--- src/imcr_pkg.sv ---
// Summary of operation
// - Destination 224.0.0.0 to 239.255.255.255 inclusive is classified multicast.
// - A class D source address marks the packet invalid; it is dropped.
// - 224.0.0.0-224.0.0.255 flagged reserved permanent; 224.0.0.0 marked never assigned.
// - 224.0.1.0 up to the local span is user temporary, network-wide scope.
// - Groups from 239.0.0.0 upward are locally administered, local-domain scope.
// - Well-known reserved groups report a role code, e.g. all-hosts, all-PIM, IGMP.
// - Unicast frames keep the receiver MAC; multicast frames get a derived group MAC.
// - Upper 25 bits of the group MAC are 0x01005e then a zero bit.
// - Lower 23 group address bits copy into the lower 23 MAC bits.
// - Each multicast packet looks up its source in the route table for ingress port.
// - Source tree keys on sender address; shared tree keys on the tree root.
// - Matching ingress port forwards by the forwarding entry; mismatch drops the packet.
// - An accepted packet is copied to every listed outgoing port except its own ingress port.
// - Tunnelled multicast in a unicast header is stripped and handled as multicast.
package imcr_pkg;

    ////////////////////////////////////////////////////////////////////////////
    // Address spans and group MAC mapping
    localparam logic [31:0] MC_LO = 32'hE000_0000;
    localparam logic [31:0] MC_HI = 32'hEFFF_FFFF;
    localparam logic [31:0] RSV_HI = 32'hE000_00FF;
    localparam logic [31:0] USER_LO = 32'hE000_0100;
    localparam logic [31:0] LOCAL_LO = 32'hEF00_0000;
    localparam logic [23:0] MAC_OUI = 24'h01_005E;
    localparam int PORT_W = 6;
    localparam int BUF_DEPTH = 2;

    ////////////////////////////////////////////////////////////////////////////
    // Role codes: listed groups report their own low octet
    localparam logic [4:0] ROLE_BASE = 5'h00;
    localparam logic [4:0] ROLE_ALL_HOSTS = 5'h01;
    localparam logic [4:0] ROLE_ALL_PIM = 5'h0D;
    localparam logic [4:0] ROLE_LAST_LISTED = 5'h12;
    localparam logic [4:0] ROLE_IGMP = 5'h16;
    localparam logic [4:0] ROLE_NONE = 5'h1E;
    localparam logic [4:0] ROLE_OTHER = 5'h1F;

    typedef enum logic [1:0] {
        CLS_UNICAST = 2'h0,
        CLS_RESERVED = 2'h1,
        CLS_USER = 2'h2,
        CLS_LOCAL = 2'h3
    } imcr_cls_t;

    typedef struct packed {
        logic is_mc;
        logic src_bad;
        imcr_cls_t cls;
        logic [4:0] role;
        logic [47:0] mac;
    } imcr_res_t;

    typedef struct packed {
        logic decap;
        imcr_res_t res;
        logic fwd;
        logic last;
        logic [PORT_W-1:0] port;
    } imcr_verdict_t;

    localparam int VERDICT_W = $bits(imcr_verdict_t);

    // Class D test, shared by source and destination checks
    function automatic logic imcr_is_class_d(input logic [31:0] a);
        return (a >= MC_LO) && (a <= MC_HI);
    endfunction

endpackage

--- src/imcr_strm_if.sv ---
`timescale 1ns/1ns
`default_nettype none
interface imcr_strm_if #(parameter int W = 8);
    logic valid;
    logic ready;
    logic [W-1:0] data;
    modport src(output valid, output data, input ready);
    modport snk(input valid, input data, output ready);
endinterface
`default_nettype wire

--- src/imcr_buf.sv ---
`timescale 1ns/1ns
`default_nettype none
module imcr_buf #(
    parameter int W = 8,
    parameter int DEPTH = 2
) (
    input wire logic clk_sys_in,
    input wire logic srst_in,
    imcr_strm_if.snk in_s,
    imcr_strm_if.src out_s
);
    localparam int CW = $clog2(DEPTH + 1);

    if (DEPTH < 2) begin : g_bad_depth
        $error("imcr_buf needs DEPTH of at least 2");
    end

    typedef struct packed {
        logic vld;
        logic [CW-1:0] cnt;
        logic [DEPTH-1:0][W-1:0] ent;
    } imcr_buf_st_t;

    imcr_buf_st_t q;
    imcr_buf_st_t n;
    logic pop;
    logic push;

    ////////////////////////////////////////////////////////////////////////////
    // Shift buffer: head is always entry 0, so the output is a plain flop
    always_comb begin
        n = q;
        pop = out_s.ready && (q.cnt != '0);
        push = in_s.valid && (q.cnt != CW'(DEPTH));
        if (pop) begin
            for (int i = 0; i < DEPTH - 1; i++) begin
                n.ent[i] = q.ent[i + 1];
            end
            n.cnt = q.cnt - 1'b1;
        end
        if (push) begin
            n.ent[n.cnt] = in_s.data;
            n.cnt = n.cnt + 1'b1;
        end
        // Valid kept as its own flop so the top's output needs no decode
        n.vld = (n.cnt != '0);
    end

    // Register the whole state
    always_ff @(posedge clk_sys_in) begin
        if (srst_in) begin
            q <= '0;
        end else begin
            q <= n;
        end
    end

    // Full stalls the filler; a pop frees space only on the next cycle
    assign in_s.ready = (q.cnt != CW'(DEPTH));
    assign out_s.valid = q.vld;
    assign out_s.data = q.ent[0];

endmodule
`default_nettype wire

--- src/imcr_classify.sv ---
`timescale 1ns/1ns
`default_nettype none
module imcr_classify import imcr_pkg::*; (
    input wire logic [31:0] src_in,
    input wire logic [31:0] dst_in,
    input wire logic [47:0] ucast_mac_in,
    output var imcr_res_t res_out
);

    ////////////////////////////////////////////////////////////////////////////
    // Scope, role and Ethernet destination from the two addresses
    always_comb begin
        res_out = '0;
        res_out.is_mc = imcr_is_class_d(dst_in);
        res_out.src_bad = imcr_is_class_d(src_in);
        res_out.cls = CLS_UNICAST;
        res_out.role = ROLE_NONE;
        res_out.mac = ucast_mac_in;
        if (res_out.is_mc) begin
            // Only 23 bits survive, so 32 groups alias on one MAC
            res_out.mac = {MAC_OUI, 1'b0, dst_in[22:0]};
            if (dst_in <= RSV_HI) begin
                res_out.cls = CLS_RESERVED;
                // Unlisted octets in the span still report as reserved
                if (dst_in[7:0] <= 8'(ROLE_LAST_LISTED) || dst_in[7:0] == 8'(ROLE_IGMP)) begin
                    res_out.role = dst_in[4:0];
                end else begin
                    res_out.role = ROLE_OTHER;
                end
            end else if (dst_in >= USER_LO && dst_in < LOCAL_LO) begin
                res_out.cls = CLS_USER;
            end else begin
                res_out.cls = CLS_LOCAL;
            end
        end
    end

endmodule
`default_nettype wire

--- src/imcr_top.sv ---
`timescale 1ns/1ns
`default_nettype none
module imcr_top import imcr_pkg::*; #(
    parameter int NPORT = 8
) (
    input wire logic clk_sys_in,
    input wire logic srst_in,
    input wire logic hdr_valid_in,
    output logic hdr_ready_out,
    input wire logic [31:0] hdr_src_in,
    input wire logic [31:0] hdr_dst_in,
    input wire logic hdr_tunnel_in,
    input wire logic [31:0] hdr_inner_src_in,
    input wire logic [31:0] hdr_inner_dst_in,
    input wire logic hdr_shared_in,
    input wire logic [31:0] hdr_root_in,
    input wire logic [PORT_W-1:0] hdr_ing_port_in,
    input wire logic [47:0] hdr_dst_mac_in,
    output logic lkp_req_out,
    output logic [31:0] lkp_key_out,
    output logic [31:0] lkp_grp_out,
    input wire logic lkp_ack_in,
    input wire logic lkp_hit_in,
    input wire logic [PORT_W-1:0] lkp_port_in,
    input wire logic [NPORT-1:0] lkp_oif_in,
    output logic out_valid_out,
    input wire logic out_ready_in,
    output logic [PORT_W-1:0] out_port_out,
    output logic [47:0] out_mac_out,
    output logic out_fwd_out,
    output logic out_last_out,
    output logic [1:0] out_cls_out,
    output logic [4:0] out_role_out,
    output logic out_src_bad_out,
    output logic out_decap_out
);

    if (NPORT < 2 || NPORT > (1 << PORT_W)) begin : g_bad_nport
        $error("imcr_top NPORT must lie between 2 and 2**PORT_W");
    end

    typedef enum logic [3:0] {
        ST_IDLE = 4'b0001,
        ST_CLASS = 4'b0010,
        ST_LOOKUP = 4'b0100,
        ST_EMIT = 4'b1000
    } imcr_st_t;

    typedef struct packed {
        imcr_st_t st;
        logic rdy;
        logic [31:0] src;
        logic [31:0] dst;
        logic [31:0] root;
        logic shared;
        logic decap;
        logic [PORT_W-1:0] ing;
        logic [47:0] ucmac;
        logic req;
        logic [31:0] key;
        logic fwd;
        logic [NPORT-1:0] mask;
    } imcr_top_st_t;

    localparam imcr_top_st_t RST_ST = '{st: ST_IDLE, rdy: 1'b1, default: '0};

    imcr_top_st_t q;
    imcr_top_st_t n;
    imcr_res_t cls;
    imcr_verdict_t vd;
    logic [NPORT-1:0] ingbit;
    logic [NPORT-1:0] one;
    logic [NPORT-1:0] oif;
    logic rpf_ok;
    logic strip;
    logic push;

    imcr_strm_if #(.W(VERDICT_W)) bin ();
    imcr_strm_if #(.W(VERDICT_W)) bout ();

    // Index of the lowest set port bit
    function automatic logic [PORT_W-1:0] lsb_idx(input logic [NPORT-1:0] m);
        logic [PORT_W-1:0] r;
        r = '0;
        for (int i = NPORT - 1; i >= 0; i--) begin
            if (m[i]) begin
                r = PORT_W'(i);
            end
        end
        return r;
    endfunction

    ////////////////////////////////////////////////////////////////////////////
    // Address classification on the captured header
    imcr_classify u_cls (
        .src_in(q.src),
        .dst_in(q.dst),
        .ucast_mac_in(q.ucmac),
        .res_out(cls)
    );

    // Ingress bit; an out-of-range port shifts out to zero
    assign ingbit = {{(NPORT - 1){1'b0}}, 1'b1} << q.ing;
    assign one = q.mask & (~q.mask + 1'b1);
    assign oif = lkp_oif_in & ~ingbit;
    assign rpf_ok = lkp_hit_in && (lkp_port_in == q.ing);
    // Only a unicast outer header is stripped; a multicast outer is the packet
    assign strip = hdr_tunnel_in && !imcr_is_class_d(hdr_dst_in);

    ////////////////////////////////////////////////////////////////////////////
    // Header sequencer: one header in flight keeps verdicts in arrival order
    always_comb begin
        n = q;
        push = 1'b0;
        vd = '0;
        unique case (q.st)
            ST_IDLE: begin
                if (hdr_valid_in && q.rdy) begin
                    n.rdy = 1'b0;
                    n.decap = strip;
                    n.src = strip ? hdr_inner_src_in : hdr_src_in;
                    n.dst = strip ? hdr_inner_dst_in : hdr_dst_in;
                    n.root = hdr_root_in;
                    n.shared = hdr_shared_in;
                    n.ing = hdr_ing_port_in;
                    n.ucmac = hdr_dst_mac_in;
                    n.st = ST_CLASS;
                end
            end
            ST_CLASS: begin
                if (cls.is_mc && !cls.src_bad) begin
                    n.req = 1'b1;
                    n.key = q.shared ? q.root : q.src;
                    n.st = ST_LOOKUP;
                end else begin
                    // Unicast passes once; a bad source is dropped
                    n.fwd = !cls.is_mc && !cls.src_bad;
                    n.mask = '0;
                    n.st = ST_EMIT;
                end
            end
            ST_LOOKUP: begin
                if (lkp_ack_in) begin
                    n.req = 1'b0;
                    n.fwd = rpf_ok && (oif != '0);
                    n.mask = rpf_ok ? oif : '0;
                    n.st = ST_EMIT;
                end
            end
            ST_EMIT: begin
                push = 1'b1;
                vd.decap = q.decap;
                vd.res = cls;
                vd.fwd = q.fwd;
                vd.last = (q.mask == one);
                vd.port = lsb_idx(q.mask);
                if (bin.ready) begin
                    n.mask = q.mask & ~one;
                    if (vd.last) begin
                        n.fwd = 1'b0;
                        n.rdy = 1'b1;
                        n.st = ST_IDLE;
                    end
                end
            end
            default: begin
                n = RST_ST;
            end
        endcase
    end

    // State register; reset drops every pending request and verdict
    always_ff @(posedge clk_sys_in) begin
        if (srst_in) begin
            q <= RST_ST;
        end else begin
            q <= n;
        end
    end

    ////////////////////////////////////////////////////////////////////////////
    // Verdict buffer: a stalled receiver back-pressures the sequencer
    assign bin.valid = push;
    assign bin.data = vd;
    assign bout.ready = out_ready_in;

    imcr_buf #(.W(VERDICT_W), .DEPTH(BUF_DEPTH)) u_buf (
        .clk_sys_in(clk_sys_in),
        .srst_in(srst_in),
        .in_s(bin),
        .out_s(bout)
    );

    // Outputs straight from flops
    imcr_verdict_t ov;
    assign ov = bout.data;
    assign hdr_ready_out = q.rdy;
    assign lkp_req_out = q.req;
    assign lkp_key_out = q.key;
    assign lkp_grp_out = q.dst;
    assign out_valid_out = bout.valid;
    assign out_port_out = ov.port;
    assign out_mac_out = ov.res.mac;
    assign out_fwd_out = ov.fwd;
    assign out_last_out = ov.last;
    assign out_cls_out = ov.res.cls;
    assign out_role_out = ov.res.role;
    assign out_src_bad_out = ov.res.src_bad;
    assign out_decap_out = ov.decap;
endmodule
`default_nettype wire

--- config.mk ---
export PLATFORM = sky130hd
export DESIGN_NAME = imcr_top
export DESIGN_NICKNAME = d
export VERILOG_FILES = /design/src/imcr_pkg.sv /design/src/imcr_strm_if.sv /design/src/imcr_buf.sv /design/src/imcr_classify.sv /design/src/imcr_top.sv
export SDC_FILE = /design/constraint.sdc
export NUM_CORES = 1
export LEC_CHECK = 0
export ABC_AREA = 0
export BUFFER_PORTS_ARGS = -buffer_cell sky130_fd_sc_hd__buf_4
export CAP_MARGIN = 40
export CELL_PAD_IN_SITES_DETAIL_PLACEMENT = 1
export CELL_PAD_IN_SITES_GLOBAL_PLACEMENT = 1
export CORE_MARGIN = 2
export CORE_UTILIZATION = 40
export CTS_BUF_LIST = sky130_fd_sc_hd__clkbuf_8
export CTS_CLUSTER_DIAMETER = 120
export DETAILED_ROUTE_END_ITERATION = 10
export GPL_TIMING_DRIVEN = 0
export PLACE_DENSITY = 0.81
export SLEW_MARGIN = 15
export SYNTH_ARGS = -nofsm -noshare
export SYNTH_HDL_FRONTEND = slang
export SYNTH_SLANG_ARGS = --single-unit
--- constraint.sdc ---
create_clock -name clk_sys_in -period 2.5 [get_ports clk_sys_in]
set_input_delay 0.5 -clock clk_sys_in [delete_from_list [all_inputs] [get_ports clk_sys_in]]
set_output_delay 0.5 -clock clk_sys_in [all_outputs]
set_load 0.005 [all_outputs]
==> run summary, run 1 <==
Status - completed
Area inside the core boundary - 0.0389 mm2
Type of the tightest min-delay check - in -> reg
Number of library cell types mapped by synthesis - 62
Number of placed instances, taps included - 2782
Filler-free cell count of the finished design - 2881
Routed wire length per instance - 21.3 um
Area of placed instances - 0.0193 mm2
Average size of a mapped cell - 8.37 um2
Startpoint of the worst hold path - hdr_dst_mac_in[13]
Post-synth top area cell - dfxtp_1
CTS tree - yes
Sum of routed wire length over all layers - 61.4 mm
Worst R2R Start - u_buf.q[133]
Register area share after synthesis - 0.419
Drc violations - 0
Clock period minus final worst setup slack - 2.42 ns
Type of element capturing the critical path - flip-flop
Full die area - 0.0413 mm2
Number of instances on the worst hold path - 3
Family with the most delay on the worst path - buffers and inverters
Critical path type - reg -> reg
Final max-slew violation count - 0
Worst hold path endpoint - q[55]
Depth of the most critical reg-to-reg path - 10
Final weighted congestion in routability-driven placement - 0.916
Flip-flop cell with the highest count after synthesis - dfxtp_1
Post-layout nets - 2559
Count of pins on the block boundary - 368
Total clock sinks - 332
Cell area after layout - 0.0206 mm2
Cell area after synthesis - 0.0159 mm2
Worst setup path start - u_buf.q[133]
CTS HTree Levels - 2
Req. time, crit path - 3.04 ns
Final number of hold-violating endpoints - 0
Most frequent standard cell in the layout excluding fill and tap cells - buf_4
Commonest cells after routing, fill and taps aside - 496 x buf_4, 332 x dfxtp_1, 290 x nand2_1
Detailed placer's ending HPWL - 46.4 mm
Pin count of the biggest net entering global routing - 18
Synth Instances - 1896
Leading post-synthesis cells by cell area - dfxtp_1 42%, mux2_2 8.8%, a21oi_1 8.4%, nand2_1 6.9%, buf_4 6.0%
Mean number of vias per cell - 5.38
Area share of the leading cell type in the synthesized netlist - 0.419
Power density over cell area - 958 mW/mm2
Highest ir drop seen on vdd - 0.000480 V
Die outline width - 203 um
Timing-limited maximum frequency - 0.414 GHz
Register bit count reported by yosys - 332
Share of final-layout standard cells stronger than drive strength 1 - 0.333
Worst-case register-to-register setup slack - 0.08 ns
Cts bufs inserted - 58
Yosys warnings - 0
Clk Latency, worst-skew pair - 0.65 ns
Share of async-settable or async-resettable flops after synthesis - 0
Maximum net fanout on the critical path - 10
Number of antenna violations at the first check in global routing - 0
Number of diodes added for antenna fixing - 0
Area added between synthesis and finish - 29.5%
GRT Resource Usage Total - 0.290
Maximum clock path buffer count - 3
Final worst path period share - 0.966
Total via count in the routed design - 15500
Max transition margin - 0.444
Master of the slowest instance on the critical path - dfxtp_1
Number of global-route vias before repair - 16400
Clock Pin Slew Worst Setup and Hold Paths - 0.07 ns
Startpoint type of the worst setup path - flip-flop
Die extent in y - 203 um
Final setup violation count - 0
Overall overflow remaining after global route - 0
Max-cap violations - 0
Initial DRT Pass Iterations - 5
Clk Tree Root Cell - clkbuf_8
Number of cell rows - 72
CP peak stage delay - 0.37 ns
Port Buf Inserts - 366
Number of flops mapped to enable cells by yosys - 0
Post-synth net total - 2136
Clock tree skew after final layout - 0.0191 ns
Total leakage power - 0.00886 uW
Post CTS Setup Buffer Count - 0
DR iter-0 viols - 734
Global-route wire length before repair - 93.4 mm
Bufs and invs on worst path - 4
Ordered list of cells on the worst path - inv_1 -> ha_1 -> nand2b_2 -> xnor2_2 -> inv_1 -> ha_1 -> and3_2 -> buf_6 -> buf_2 -> a311oi_1
Slew at the pin with the worst max-slew slack - 0.834 ns
Starting utilization of the core area - 0.408
RSZ-0062 raised after global routing - yes
Post-DRT Antenna Nets - 0
Crit path arrival time - 2.95 ns
## cells in the mapped netlist, drive strengths merged, types with 5 or more instances
master	instances
nand2b	34
dfxtp	332
o21a	6
mux2i	71
o21ai	13
buf	186
nor3	36
clkbuf	104
nor2	95
a21oi	267
a211oi	38
a311oi	23
mux2	124
nand3	175
nor2b	5
xor2	7
nand4	5
o211ai	6
nand2	291
inv	14
nor4	9
## area by class of cell
type / instances / area (um2)
clock buffers: 78 / 1070
well taps: 518 / 648
inverters: 14 / 52.6
fillers: 4758 / 18400
plain buffers: 285 / 1700
multi-input cells: 1260 / 7550
clock inverters: 26 / 101
repair buffers: 368 / 2780
flip-flops and latches: 332 / 6650
## routing by layer
metal | routed length, um | vias up | part of all wire | track usage
met3 | 3500 | 115 | 0.057 | 0.0558
li1 | - | 7302 | - | -
met5 | 0 | - | 0 | 0
met4 | 1930 | 0 | 0.031 | 0.106
met2 | 29900 | 504 | 0.49 | 0.500
met1 | 26100 | 7585 | 0.42 | 0.360
## per-stage QoR
| step | utilization | hold WS (ns) | setup WS (ns) | total power [uW] | TNS (ns) |
|---|---|---|---|---|---|
| global route | 0.528 | 0.100 | -0.0139 | 20700 | -0.0450 |
| CTS | 0.527 | 0.0815 | -0.0304 | 19600 | -0.105 |
| global placement | 0.495 | 0.435 | -0.371 | 14200 | -46.67 |
| detailed placement | 0.496 | 0.445 | -0.427 | 14500 | -38.38 |
| finish | 0.528 | 0.123 | 0.0841 | 19700 | 0 |
| floorplan | - | 0.428 | 0.372 | 11600 | 0 |
## where the power goes
part           internal (uW)  switching (uW)
combinational           2880            4640
sequential              6270             828
clock                   2750            2320
## how the worst max path moves through the flow
stage	endpoint	slack, ns	cells after the start
after floorplan	flip-flop	0.37	12
after global placement	lkp_grp_out[27]	-0.37	10
after detailed placement	flip-flop	-0.43	12
after CTS	lkp_key_out[9]	-0.03	8
after global routing	flip-flop	-0.01	10
final	flip-flop	0.08	10
## tightest hold or removal path, delay by kind of cell
kind	cells	cell delay [ns]
simple gates	1	0.06
buf+inv	1	0.11
compound gates	1	0.06
## logic make-up (layout without fill, tap and decap cells)
family / count (synthesis) / count (layout) / synth area share
flip-flops: 332 / 332 / 0.419
buffers and inverters: 304 / 771 / 0.107
multiplexers: 195 / 195 / 0.133
AND/OR/NAND/NOR: 678 / 678 / 0.194
adder cells (fa/ha/maj): 6 / 6 / 0.00442
XOR/XNOR: 9 / 9 / 0.00497
AO/OA/AOI/OAI: 372 / 372 / 0.137
## timing repair
item / in CTS / in global routing
cloned: 0 / 0
resized for setup: 17 / 43
setup endpoints to repair: 177 / 187
pin swaps: 0 / 0
hold buffers: 0 / 0
Note: power is estimated with default switching activity, not from simulation.
==> run 2, diff against run 1 <==
--- a/config.mk
+++ b/config.mk
@@ -5,18 +5,19 @@
 export SDC_FILE = /design/constraint.sdc
 export NUM_CORES = 1
 export LEC_CHECK = 0
-export ABC_AREA = 0
+export ABC_AREA = 1
 export BUFFER_PORTS_ARGS = -buffer_cell sky130_fd_sc_hd__buf_4
 export CAP_MARGIN = 40
 export CELL_PAD_IN_SITES_DETAIL_PLACEMENT = 1
 export CELL_PAD_IN_SITES_GLOBAL_PLACEMENT = 1
 export CORE_MARGIN = 2
-export CORE_UTILIZATION = 40
+export CORE_UTILIZATION = 39
 export CTS_BUF_LIST = sky130_fd_sc_hd__clkbuf_8
-export CTS_CLUSTER_DIAMETER = 120
+export CTS_CLUSTER_DIAMETER = 60
 export DETAILED_ROUTE_END_ITERATION = 10
 export GPL_TIMING_DRIVEN = 0
-export PLACE_DENSITY = 0.81
+export PLACE_DENSITY = 0.83
+export SKIP_CTS_REPAIR_TIMING = 1
 export SLEW_MARGIN = 15
 export SYNTH_ARGS = -nofsm -noshare
 export SYNTH_HDL_FRONTEND = slang
==> run summary, run 2 <==
Master of the slowest instance on the critical path - dfxtp_1
Cell area after synthesis - 0.0154 mm2
Final weighted congestion in routability-driven placement - 0.884
Full die area - 0.0412 mm2
Clock tree skew after final layout - 0.0262 ns
Post-synth net total - 2467
Global-route wire length before repair - 94.3 mm
Clock period minus final worst setup slack - 2.33 ns
Minimum hold slack - 0.140 ns
Cts bufs inserted - 56
Worst hold path endpoint - q[67]
Clock share of power - 0.210
Post-DRT Antenna Nets - 0
Flip-flop cell with the highest count after synthesis - dfxtp_1
CP peak stage delay - 0.41 ns
Routed wire length per instance - 19.2 um
Worst-case register-to-register setup slack - 0.17 ns
Slew at the pin with the worst max-slew slack - 0.846 ns
Die outline width - 203 um
Part of the total power dissipated in sequential elements - 0.351
Max-cap violations - 0
Most frequent standard cell in the layout excluding fill and tap cells - nand2_1
Met2 demand-to-capacity share in global routing - 0.510
Share of total power consumed by net switching - 0.418
Reported net switching power - 9070 uW
Starting utilization of the core area - 0.397
Crit path arrival time - 2.85 ns
Most frequent cell on the critical path - nand2_1
Met3 track demand over resource in global routing - 0.0522
GRT Resource Usage Total - 0.293
Worst R2R Start - q[198]
Req. time, crit path - 3.02 ns
Share of async-settable or async-resettable flops after synthesis - 0
Die extent in y - 203 um
Final max-slew violation count - 0
Combinational share of power - 0.439
Internal cell power - 12600 uW
Adder and majority gate portion of the synthesized area - 0.00324
Status - completed
Startpoint type of the worst setup path - flip-flop
Critical path type - reg -> reg
Number of flops mapped to enable cells by yosys - 0
Post-layout nets - 2893
Clk Tree Root Cell - clkbuf_8
Number of library cell types mapped by synthesis - 36
Commonest cells after routing, fill and taps aside - 695 x nand2_1, 509 x buf_4, 331 x dfxtp_1
Type of the tightest min-delay check - in -> reg
Area inside the core boundary - 0.0389 mm2
Capturing point of the worst reg2reg path - lkp_grp_out[23]
Synth Area in Simple Gates - 0.261
Total via count in the routed design - 16500
Area of placed instances - 0.0188 mm2
Power density over cell area - 1080 mW/mm2
Share of final-layout standard cells stronger than drive strength 1 - 0.249
Fraction of the mapped netlist area in compound gates - 0.175
Overall overflow remaining after global route - 0
Register area share after synthesis - 0.430
Highest ir drop seen on vdd - 0.000421 V
Final setup violation count - 0
Initial DRT Pass Iterations - 5
Startpoint of the worst hold path - hdr_dst_mac_in[25]
Final number of hold-violating endpoints - 0
Multiplexer share of the synthesized area - 0.00405
Maximum clock path buffer count - 3
Number of global-route vias before repair - 17400
Number of instances on the worst hold path - 3
Port Buf Inserts - 365
Post-synth top cells - 697 x nand2_1, 332 x dfxtp_1, 259 x a21oi_1
Fraction of synthesized cell area in xor and xnor cells - 0.00227
Average size of a mapped cell - 6.94 um2
Clock Pin Slew Worst Setup and Hold Paths - 0.06 ns
Total clock sinks - 332
Clk Latency, worst-skew pair - 0.62 ns
Area of combinational cells with multiple inputs - 0.00696 mm2
Number of cell rows - 72
Count of pins on the block boundary - 368
Cell with the most instances after synthesis - nand2_1
Depth of the most critical reg-to-reg path - 13
Number of fill cells in the layout - 5114
Maximum net fanout on the critical path - 10
Area added between synthesis and finish - 29.6%
Timing-limited maximum frequency - 0.430 GHz
Most heavily used metal layer in global routing - met2
Area share of the leading cell type in the synthesized netlist - 0.430
Met1 track utilization from global routing - 0.349
Number of antenna violations at the first check in global routing - 1
Post-synth top area cell - dfxtp_1
Final worst path period share - 0.931
Leading post-synthesis cells by cell area - dfxtp_1 43%, nand2_1 17%, a21oi_1 8.4%, buf_4 6.8%, o21ai_0 5.8%
Combined flip-flop and latch cell area - 0.00665 mm2
CTS tree - yes
Total leakage power - 0.00905 uW
Yosys warnings - 0
Synth Instances - 2227
Max transition margin - 0.436
Type of element capturing the critical path - flip-flop
Pin count of the biggest net entering global routing - 15
Ordered list of cells on the worst path - nor2_2 -> nand2_1 -> nor2_2 -> inv_2 -> nand2_1 -> inv_2 -> nand3_1 -> buf_4 -> nor2_8 -> buf_6 -> buf_4 -> nand2_1 -> a21oi_1
Detailed placer's ending HPWL - 48.2 mm
Cell area after layout - 0.0200 mm2
Register bit count reported by yosys - 332
Sum of routed wire length over all layers - 61.7 mm
CTS HTree Levels - 2
RSZ-0062 raised after global routing - no
Largest family of logic cells by synthesized area - simple AND/OR/NAND/NOR gates
Mean number of vias per cell - 5.14
DR iter-0 viols - 824
Drc violations - 0
==> run 2: power by group through the flow <==
stage | Sequential, uW | Combinational (uW) | Clock [uW]
finish | 7630 | 9520 | 4560
global route | 7750 | 10600 | 4850
CTS | 7610 | 9420 | 4620
detailed placement | 7700 | 9350 | 0
global placement | 7640 | 9060 | 0
floorplan | 7290 | 5980 | 0
==> run 2: kinds of logic after synthesis <==
| group | after synthesis |
|---|---|
| AND/OR/NAND/NOR | 1019 |
| AO/OA/AOI/OAI | 509 |
| buffers and inverters | 353 |
| flip-flops | 332 |
| multiplexers | 6 |
| XOR/XNOR | 4 |
| adder cells (fa/ha/maj) | 4 |
==> run 2: cell type report <==
type	count	area share
Multi-Input combinational cell	1542	0.348
Sequential cell	332	0.332
Timing Repair Buffer	368	0.138
Buffer	282	0.0857
Clock buffer	64	0.0440
Tap cell	518	0.0324
Inverter	71	0.0134
Clock inverter	29	0.00619
Antenna cell	1	0.000125
==> run 2: per-stage QoR <==
| stage | total power (uW) | worst slack, ns | util | setup TNS (ns) | std cells |
|---|---|---|---|---|---|
| floorplan | 13300 | 0.280 | - | 0 | 2227 |
| finish | 21700 | 0.173 | 0.514 | 0 | 3207 |
| detailed placement | 17000 | -0.717 | 0.484 | -70.36 | 3111 |
| global placement | 16700 | -0.602 | 0.484 | -56.36 | 3110 |
| CTS | 21700 | -0.697 | 0.510 | -65.96 | 3204 |
| global route | 23200 | 0.0201 | 0.514 | 0 | 3206 |
==> run 2: routing by layer <==
layer | up-vias | wire [um]
met4 | 0 | 2460
met5 | - | 0
met2 | 515 | 30100
met3 | 145 | 3480
li1 | 7962 | -
met1 | 7852 | 25700
==> run 2: worst max-delay path, delay by kind of cell (launching register included) <==
| family | cells | cell delay [ns] |
|---|---|---|
| AND/OR/NAND/NOR | 7 | 0.76 |
| buffers and inverters | 5 | 0.89 |
| AO/OA/AOI/OAI | 1 | 0.16 |
| flip-flops | 1 | 0.41 |
==> run 2: worst max-delay path by stage <==
stage                       startpoint                   end  cells past startpoint  slack [ns]
after global routing      u_buf.q[132]             flip-flop                     13        0.02
final                           q[198]       lkp_grp_out[23]                     13        0.17
after global placement    out_ready_in  u_buf.out_s.data[60]                     10       -0.60
after floorplan           out_ready_in  u_buf.out_s.data[59]                     11        0.28
after CTS                 u_buf.q[132]  u_buf.out_s.data[13]                     11       -0.70
after detailed placement  out_ready_in  u_buf.out_s.data[60]                     10       -0.72
